[config.mk]
export PLATFORM = sky130hd
export DESIGN_NAME = msd_top
export DESIGN_NICKNAME = d
export VERILOG_FILES = /design/src/include/msd_pkg.sv /design/src/logic/msd_sync.sv /design/src/logic/msd_top.sv
export SDC_FILE = /design/constraint.sdc
export NUM_CORES = 1
export LEC_CHECK = 0
export BUFFER_PORTS_ARGS = -buffer_cell sky130_fd_sc_hd__buf_2
export CORE_AREA = 2 2 73 75
export DETAILED_ROUTE_END_ITERATION = 7
export DIE_AREA = 0 0 75 77
export GPL_ROUTABILITY_DRIVEN = 1
export PLACE_DENSITY = 0.71
export SLEW_MARGIN = 20
export SYNTH_ARGS = -nofsm -noshare
export SYNTH_HDL_FRONTEND = slang
export SYNTH_SLANG_ARGS = --single-unit
[constraint.sdc]
create_clock -name core_clk -period 1.7 [get_ports core_clk]
set_input_delay 0.17 -clock core_clk [delete_from_list [all_inputs] [get_ports core_clk]]
set_output_delay 0.17 -clock core_clk [all_outputs]
set_load 0.1 [all_outputs]
[src/include/msd_pkg.sv]
// msd_pkg: shared constants for the mode select and debug gating block
// assumes a 32-bit apb slave with byte addresses and one register per word
package msd_pkg;
  localparam int MSD_IDX_MODE = 11;
  localparam logic [11:0] MSD_OFF_MODE = 12'h02C;   // index 0x0B, byte address 4*index
  localparam logic [11:0] MSD_OFF_DBG = 12'h100;    // debug control/status
  localparam int MSD_BIT_EXIT = 7;
  localparam int MSD_BIT_MODE_SELECT_HIGH = 6;
  localparam int MSD_BIT_MODE_SELECT_LOW = 5;
  localparam int MSD_BIT_STR = 4;
  localparam int MSD_BIT_VIS = 3;
  localparam int MSD_BIT_BSW = 2;
  localparam int MSD_BIT_EME = 0;
  localparam int MSD_DBG_BIT_EN = 0;
  localparam int MSD_DBG_BIT_ACT = 1;
  localparam logic MSD_RST_STR = 1'b1;
  localparam logic MSD_RST_BSW = 1'b0;
  localparam logic [7:0] MSD_MODE_WMASK = 8'hFD;
  localparam logic [1:0] MSD_MS_SINGLE = 2'h0;
  localparam logic [1:0] MSD_MS_NARROW = 2'h1;
  localparam logic [1:0] MSD_MS_PERIPH = 2'h2;
  localparam logic [1:0] MSD_MS_WIDE = 2'h3;
  localparam logic [15:0] MSD_DBG_ROM_BASE = 16'hFF00;
  localparam int MSD_SYNC_STAGES = 3;
  typedef enum logic [1:0] {MSD_PORT_GPIO, MSD_PORT_NARROW, MSD_PORT_BUS} msd_port_cfg_t;
endpackage

[src/logic/msd_sync.sv]
// msd_sync: three-flop synchroniser with agreement filter
// assumes an asynchronous pin input and one clock domain
`timescale 1ns/100ps
`default_nettype none
module msd_sync
  import msd_pkg::*;
#(
  parameter logic RESET_VAL = 1'b1
) (
  input wire logic core_clk,
  input wire logic rst,
  input wire logic pin_in,
  output logic level_q
);
  logic [MSD_SYNC_STAGES-1:0] sh_q;

  // first stage feeds only the second; level moves when stages two and three agree
  // the chain is never reset: straps must be seen while reset is held
  always_ff @(posedge core_clk) begin
    sh_q <= {sh_q[MSD_SYNC_STAGES-2:0], pin_in};
  end

  // an undecided level during reset falls back to the default
  always_ff @(posedge core_clk) begin
    if (sh_q[1] == sh_q[2]) begin
      level_q <= sh_q[2];
    end else if (rst) begin
      level_q <= RESET_VAL;
    end
  end
endmodule
`default_nettype wire

[src/logic/msd_top.sv]
// msd_top: operating mode register, strap capture and debug command gating
// assumes straps stable around reset release; serial debug protocol lives elsewhere
// Notes on behaviour
// - eight-bit mode register: exit, mode high/low, stretch, visibility, stop-in-wait, 0, emulation
// - mode-select reset bits follow the strapped mode
// - strapped mode-select levels set port A as bus, narrow or gpio and port B as bus or gpio
// - background pin is a strap at reset, then the serial debug line
// - in normal mode writes leading into special mode are rejected
// - normal mode allows one change to another normal mode, then locks
// - special mode leaves only after exit bit written 1 twice
// - special single-chip reset starts debug enabled and active
// - special single-chip maps debug rom over the top page
// - hardware debug commands run even when debug is not active
// - firmware debug commands run only when enabled and active
// - in stop mode the debug facility ignores all commands
// - three strap bits decode to seven modes, 110 forced special peripheral
// - first write of exit bit in special mode is ignored
// - special mode allows unlimited mode-select rewrites
`timescale 1ns/100ps
`default_nettype none
module msd_top
  import msd_pkg::*;
(
  input wire logic core_clk,
  input wire logic rst,
  input wire logic [11:0] paddr,
  input wire logic psel,
  input wire logic penable,
  input wire logic pwrite,
  input wire logic [31:0] pwdata,
  input wire logic [3:0] pstrb,
  output logic [31:0] prdata,
  output logic pready,
  output logic pslverr,
  input wire logic background_debug_pin_in,
  input wire logic mode_select_high_pin,
  input wire logic mode_select_low_pin,
  input wire logic stop_mode,
  input wire logic hw_cmd_valid,
  input wire logic fw_cmd_valid,
  input wire logic [15:0] cpu_addr,
  output logic special_mode,
  output logic [1:0] mode_select,
  output logic [1:0] port_a_cfg,
  output logic [1:0] port_b_cfg,
  output logic debug_enabled,
  output logic debug_active,
  output logic debug_pin_serial,
  output logic hw_cmd_exec,
  output logic fw_cmd_exec,
  output logic debug_rom_select
);
  logic background_debug_pin_s;
  logic mode_select_high_s;
  logic mode_select_low_s;
  logic strap_special;
  logic [1:0] strap_sel;
  logic start_debug;
  logic [7:0] mode_rst_val;
  logic [7:0] wbyte;
  logic [1:0] wsel;
  logic [7:0] mode_q;
  logic [7:0] mode_d;
  logic [7:0] mode_next;
  logic [1:0] cur_sel;
  logic [1:0] sel_next;
  logic exit_armed_q;
  logic exit_armed_d;
  logic changed_q;
  logic changed_d;
  logic dbg_en_d;
  logic dbg_act_d;
  logic dbg_en_next;
  logic dbg_act_next;
  logic hit_mode;
  logic hit_dbg;
  logic access_first;
  logic commit;
  logic mode_wr;
  logic dbg_wr;
  logic [31:0] read_word;
  logic rom_next;
  msd_port_cfg_t port_a_d;
  msd_port_cfg_t port_b_d;

  // straps pass the same three-flop filter as any pin
  msd_sync #(
    .RESET_VAL(1'b1)
  ) u_sync_background_debug_pin (
    .core_clk(core_clk),
    .rst(rst),
    .pin_in(background_debug_pin_in),
    .level_q(background_debug_pin_s)
  );

  msd_sync #(
    .RESET_VAL(1'b0)
  ) u_sync_mode_select_high (
    .core_clk(core_clk),
    .rst(rst),
    .pin_in(mode_select_high_pin),
    .level_q(mode_select_high_s)
  );

  msd_sync #(
    .RESET_VAL(1'b0)
  ) u_sync_mode_select_low (
    .core_clk(core_clk),
    .rst(rst),
    .pin_in(mode_select_low_pin),
    .level_q(mode_select_low_s)
  );

  // code 110 is reserved and forced to special peripheral
  always_comb begin
    strap_sel = {mode_select_high_s, mode_select_low_s};
    strap_special = !background_debug_pin_s;
    if (background_debug_pin_s && mode_select_high_s && !mode_select_low_s) begin
      strap_special = 1'b1;
    end
  end

  assign start_debug = strap_special && (strap_sel == MSD_MS_SINGLE);

  // special modes open the visibility and emulation bits
  always_comb begin
    mode_rst_val = 8'h00;
    mode_rst_val[MSD_BIT_EXIT] = !strap_special;
    mode_rst_val[MSD_BIT_MODE_SELECT_HIGH] = strap_sel[1];
    mode_rst_val[MSD_BIT_MODE_SELECT_LOW] = strap_sel[0];
    mode_rst_val[MSD_BIT_STR] = MSD_RST_STR;
    mode_rst_val[MSD_BIT_VIS] = strap_special;
    mode_rst_val[MSD_BIT_BSW] = MSD_RST_BSW;
    mode_rst_val[MSD_BIT_EME] = strap_special;
  end

  always_comb begin
    hit_mode = 1'b0;
    hit_dbg = 1'b0;
    if (paddr == MSD_OFF_MODE) begin
      hit_mode = 1'b1;
    end else if (paddr == MSD_OFF_DBG) begin
      hit_dbg = 1'b1;
    end
  end

  // a write lands only on the edge where pready is seen high
  assign access_first = psel && penable && !pready;
  assign commit = psel && penable && pready;
  assign mode_wr = commit && pwrite && hit_mode && pstrb[0];
  assign dbg_wr = commit && pwrite && hit_dbg && pstrb[0];
  assign wbyte = pwdata[7:0] & MSD_MODE_WMASK;
  assign wsel = {wbyte[MSD_BIT_MODE_SELECT_HIGH], wbyte[MSD_BIT_MODE_SELECT_LOW]};
  assign cur_sel = {mode_q[MSD_BIT_MODE_SELECT_HIGH], mode_q[MSD_BIT_MODE_SELECT_LOW]};

  // peripheral has no normal variant, so an exit that selects it is held back
  always_comb begin
    mode_d = mode_q;
    exit_armed_d = exit_armed_q;
    changed_d = changed_q;
    if (mode_wr) begin
      if (!mode_q[MSD_BIT_EXIT]) begin
        // every field but the exit bit is free while special
        mode_d = wbyte;
        mode_d[MSD_BIT_EXIT] = 1'b0;
        if (wbyte[MSD_BIT_EXIT]) begin
          if (!exit_armed_q) begin
            exit_armed_d = 1'b1;
          end else if (wsel != MSD_MS_PERIPH) begin
            mode_d[MSD_BIT_EXIT] = 1'b1;
          end
        end
      end else if (!wbyte[MSD_BIT_EXIT] || (wsel == MSD_MS_PERIPH)) begin
        mode_d = mode_q;
      end else if ((wsel != cur_sel) && changed_q) begin
        mode_d = mode_q;
      end else begin
        mode_d = wbyte;
        if (wsel != cur_sel) begin
          changed_d = 1'b1;
        end
      end
    end
  end

  assign mode_next = rst ? mode_rst_val : mode_d;
  assign sel_next = {mode_next[MSD_BIT_MODE_SELECT_HIGH], mode_next[MSD_BIT_MODE_SELECT_LOW]};

  // reset value tracks the filtered straps until release, then holds
  always_ff @(posedge core_clk) begin
    if (rst) begin
      mode_q <= mode_rst_val;
    end else begin
      mode_q <= mode_d;
    end
  end

  always_ff @(posedge core_clk) begin
    if (rst) begin
      exit_armed_q <= 1'b0;
    end else begin
      exit_armed_q <= exit_armed_d;
    end
  end

  always_ff @(posedge core_clk) begin
    if (rst) begin
      changed_q <= 1'b0;
    end else begin
      changed_q <= changed_d;
    end
  end

  always_ff @(posedge core_clk) begin
    special_mode <= !mode_next[MSD_BIT_EXIT];
    mode_select <= sel_next;
  end

  // ports follow the mode in force, the strapped one until a write
  always_comb begin
    port_a_d = MSD_PORT_BUS;
    port_b_d = MSD_PORT_BUS;
    if (sel_next == MSD_MS_SINGLE) begin
      port_a_d = MSD_PORT_GPIO;
      port_b_d = MSD_PORT_GPIO;
    end else if (sel_next == MSD_MS_NARROW) begin
      port_a_d = MSD_PORT_NARROW;
    end
  end

  always_ff @(posedge core_clk) begin
    port_a_cfg <= port_a_d;
    port_b_cfg <= port_b_d;
  end

  // debug enable and active come up set only in special single-chip
  always_comb begin
    dbg_en_d = debug_enabled;
    dbg_act_d = debug_active;
    if (dbg_wr) begin
      dbg_en_d = pwdata[MSD_DBG_BIT_EN];
      dbg_act_d = pwdata[MSD_DBG_BIT_ACT];
    end
  end

  assign dbg_en_next = rst ? start_debug : dbg_en_d;
  assign dbg_act_next = rst ? start_debug : dbg_act_d;

  always_ff @(posedge core_clk) begin
    debug_enabled <= dbg_en_next;
    debug_active <= dbg_act_next;
  end

  // hardware commands need no active debug, nothing runs in stop
  always_ff @(posedge core_clk) begin
    if (rst) begin
      hw_cmd_exec <= 1'b0;
    end else begin
      hw_cmd_exec <= hw_cmd_valid && !stop_mode;
    end
  end

  // gated on the next enable state so the flag never outruns the gate
  always_ff @(posedge core_clk) begin
    if (rst) begin
      fw_cmd_exec <= 1'b0;
    end else begin
      fw_cmd_exec <= fw_cmd_valid && !stop_mode && dbg_en_next && dbg_act_next;
    end
  end

  assign rom_next = !mode_next[MSD_BIT_EXIT] && (sel_next == MSD_MS_SINGLE) && (cpu_addr >= MSD_DBG_ROM_BASE);

  always_ff @(posedge core_clk) begin
    debug_rom_select <= rom_next;
  end

  // once reset is gone the background pin belongs to the serial line
  always_ff @(posedge core_clk) begin
    if (rst) begin
      debug_pin_serial <= 1'b0;
    end else begin
      debug_pin_serial <= 1'b1;
    end
  end

  always_comb begin
    read_word = 32'h00000000;
    if (hit_mode) begin
      read_word[7:0] = mode_q;
    end else if (hit_dbg) begin
      read_word[MSD_DBG_BIT_EN] = debug_enabled;
      read_word[MSD_DBG_BIT_ACT] = debug_active;
    end
  end

  // one wait state keeps pready and prdata straight from flops
  always_ff @(posedge core_clk) begin
    if (rst) begin
      pready <= 1'b0;
    end else begin
      pready <= access_first;
    end
  end

  always_ff @(posedge core_clk) begin
    if (rst) begin
      prdata <= 32'h00000000;
    end else if (access_first && !pwrite) begin
      prdata <= read_word;
    end
  end

  always_ff @(posedge core_clk) begin
    if (rst) begin
      pslverr <= 1'b0;
    end else begin
      pslverr <= access_first && !(hit_mode || hit_dbg);
    end
  end
endmodule
`default_nettype wire
==> summary.txt <==
Clock tree
  • Clock H-tree levels: 2
  • Clock Latency Late Sink: 0.28 ns
  • Worst-path clk slew: about 0.070 ns
  • Post-CTS setup repair buffer count: 0
  • Sink Count: 41
  • TritonCTS Buffers: 5
  • Clk Tree Root Cell: clkbuf_8
  • CTS tree: done
  • Max clock buf depth: 2

Critical path
  • Critical Path Start: mode_select[0]
  • Cell at the slowest stage of the critical path: or4_1
  • Setup Crit Path Kind: flop to flop
  • CP max FO: 4
  • Crit end category: flop
  • Crit path buf inv count: 1
  • Delay-heaviest family, CP: simple AND/OR/NAND/NOR gates
  • CP Launch Type: flop
  • WP data required: around 1.7 ns
  • R2r setup slk: -0.08 ns
  • CP cell instances: or4_1, nor2_1, o311a_1, buf_6, or2_4
  • RR Endpoint: mode_q[3]
  • Reg2Reg Launch Point: mode_select[0]
  • Critical path depth: 5
  • Crit path capture: mode_q[3]
  • R2R depth: 5
  • Max stage delay on crit path: 0.51 ns
  • Arr. time, crit path: around 1.8 ns

Yosys
  • Post-Syn Instances: 191
  • YS warnings: 0
  • Post-synth EDFFs: 5
  • Synth top area share: between 40 and 50%
  • Top cells by area, synth: dfxtp_1 (40%), buf_4 (12%), edfxtp_1 (8.4%)
  • Sequential share of the synthesized area: between 40% and 50%
  • Yosys top cell by area: dfxtp_1
  • Post-synth cell types: 41
  • Post-synth ARST share: 0%
  • Synthesis-stage register bit count: slightly above 40
  • Syn_area_per_cell: ~9.4 um^2
  • Synthesized cell area: 1795 um^2
  • Predominant post-synthesis flop cell: dfxtp_1

Worst hold path
  • Worst hold path cell count: 2
  • Hold Path Class: input port to flop

Power
  • P_int: 1.461 mW
  • NetSw: 0.8883 mW
  • Sw Share: a little under two fifths
  • VDD IR max: around 0.6 mV
  • Sequential power share: 45.3%
  • Power share of the clock group: 25.1%
  • Comb pwr share: between 20 and 30%
  • LEAKAGE: around 1.1 nW
  • Power Density: 1025 nW/um^2

Layout
  • # nets final: between 300 and 400
  • Commonest non-fill, non-tap cell in the layout: buf_2
  • Most frequent cells in the layout: buf_2 (61), dfxtp_1 (33), conb_1 (25)
  • Ratio of cells with drive above 1 in the final layout: 35.07%
  • Final Instance Area: between 2000 and 2500 um^2
  • Register area: about 880 um^2
  • N_diodes: 0
  • Fillers: between 500 and 600
  • Layout area overhead: 27.67%
  • Area of the multi-input gates: 777.0 um^2

Flow run
  • Max Cap Viol: 0

Timing
  • Final slew viol count: 0
  • Post-route setup slack: -0.07955 ns
  • Final hold slack: 0.1006 ns
  • RSZ-0062 raised after global routing: true
  • Setup Skew: around 0.0033 ns
  • Fin crit share: 104.7%
  • Hold Vio Cnt, Final: 0
  • Maximum clock rate: 0.5619 GHz
  • Crit path time final: 1.780 ns
  • Endpoints failing setup: 10

GRT
  • Largest net degree at the start of global routing: 15
  • Congestion Overflow GR: 0
  • Vias in the first global route: 1400
  • Initial antenna violation count: 0
  • First-pass GRT wire length: about 6000 um
  • Tot GR Track Use: a little over an eighth

Route
  • Iter 0 DRT Violations: between 50 and 60
  • Routed Antenna Nets: 0
  • First-pass DRT Iterations: 4
  • Routed vias: 1512
  • Drt drc: 0
  • Via density: 4.473
  • Routed wire length: 3803 um
  • Routed WL per cell: between 10 and 15 um

Floorplan
  • Die X: between 70 and 80 um
  • Initial Util: roughly 36%
  • Die height: around 77 um
  • Number of placement rows: 26
  • Core Region: roughly 5000 um^2
  • Die area: between 5000 and 6000 um^2
  • Num ports: ~120

Placement
  • IO buf count: just over 60
  • Routability cong.: around 0.79
  • HPWL Detailed: ~3000 um
  • Placed inst area: ~2200 um^2

Run status
  • Violated checks: setup timing
  • Status: finished, violations left
## power groups by stage
| stage | logic (mW) | registers [mW] | clock network (mW) |
|---|---|---|---|
| 6_report | 0.694 | 1.07 | 0.591 |
| 5_1_grt | 0.726 | 1.07 | 0.661 |
| 4_1_cts | 0.687 | 1.07 | 0.614 |
| 3_5_place_dp | 0.680 | 1.09 | 0 |
| 3_3_place_gp | 0.677 | 1.08 | 0 |
| 2_1_floorplan | 0.433 | 1.25 | 0 |
## synth_stat cells, types with 2 or more instances
library cell  count
or4_1             2
nand2_1          19
buf_4            28
o31a_1            2
o21ai_0           5
nand2b_1          3
a21o_1            2
inv_1             5
nand4_1           2
nor4_1            3
nand3_1           9
nor2_1            9
dfxtp_1          36
edfxtp_1          5
a21oi_1          12
and2_1            3
xor2_1            3
nor4b_1           2
a21boi_0          2
mux2i_1           5
or2_2             3
and3_1            3
nor3_1            3
nor2b_1           2
or3_1             2
a211oi_1          2
clkbuf_1          5
## flip-flops by register name, summed over array words and instances (netlist names)
name	cells
changed_q	1
debug_active	1
debug_enabled	1
debug_pin_serial	1
debug_rom_select	1
exit_armed_q	1
fw_cmd_exec	1
hw_cmd_exec	1
mode_q	6
mode_select	1
port_a_cfg	2
port_b_cfg	1
prdata	8
pready	1
pslverr	1
special_mode	1
u_sync_background_debug_pin.level_q	1
u_sync_background_debug_pin.sh_q	3
u_sync_mode_select_high.level_q	1
u_sync_mode_select_high.sh_q	3
u_sync_mode_select_low.level_q	1
u_sync_mode_select_low.sh_q	3
## layer usage
layer  vias to the layer above  wire [um]  track usage [%]
met2                        46       2038            23.51
met3                         2        189            4.205
li1                        767          -                -
met4                         0          6            5.179
met5                         -          0                0
met1                       697       1569            15.08
## cell families (layout without fill, tap and decap cells)
| kind of cell | after synthesis | in the layout | synth area share (%) |
|---|---|---|---|
| buffers and inverters | 39 | 92 | 14.43 |
| AOI/OAI and AO/OA | 32 | 32 | 11.99 |
| xor gates and xnor gates | 3 | 3 | 1.464 |
| muxes | 5 | 5 | 2.788 |
| and+or+nand+nor | 70 | 70 | 20.63 |
| DFF | 41 | 41 | 48.50 |
| other | 1 | 25 | 0.2089 |
## metrics by stage
step	setup slack [ns]	std cells	power (mW)	TNS (ns)	util (%)
finish	-0.07955	338	2.350	-0.4325	46.05
global route	-0.1227	338	2.459	-1.055	46.05
CTS	-0.05611	338	2.366	-0.2301	45.58
detailed placement	-0.1601	327	1.767	-0.9618	43.36
global placement	-0.1453	327	1.760	-0.8530	43.36
floorplan	0.003134	215	1.681	0	-
## area by class of cell
cell class | instances | share of cell area (%)
Sequential cell | 41 | 38.26
Multi-Input combinational cell | 135 | 33.90
Timing Repair Buffer | 79 | 19.71
Tap cell | 70 | 3.821
Clock buffer | 8 | 3.493
Inverter | 5 | 0.8188
## worst min-delay path by stage
stage                                  from                                  end  slack, ns
floorplan           background_debug_pin_in  u_sync_background_debug_pin.sh_q[0]       0.20
global placement       mode_select_high_pin      u_sync_mode_select_high.sh_q[0]       0.27
detailed placement      mode_select_low_pin       u_sync_mode_select_low.sh_q[0]       0.27
CTS                            hw_cmd_valid                          hw_cmd_exec        0.1
global route                   hw_cmd_valid                          hw_cmd_exec       0.09
finish                         hw_cmd_valid                          hw_cmd_exec       0.10
## timing repair
action                                  4_1_cts  5_1_grt
cloned                                        0        0
hold buffers                                  3        0
hold endpoints to repair                      3        0
pin swaps                                     2        5
resized for setup                             0        7
endpoints found under the setup margin        6       10
No activity file was read; power rests on OpenSTA's default activity.
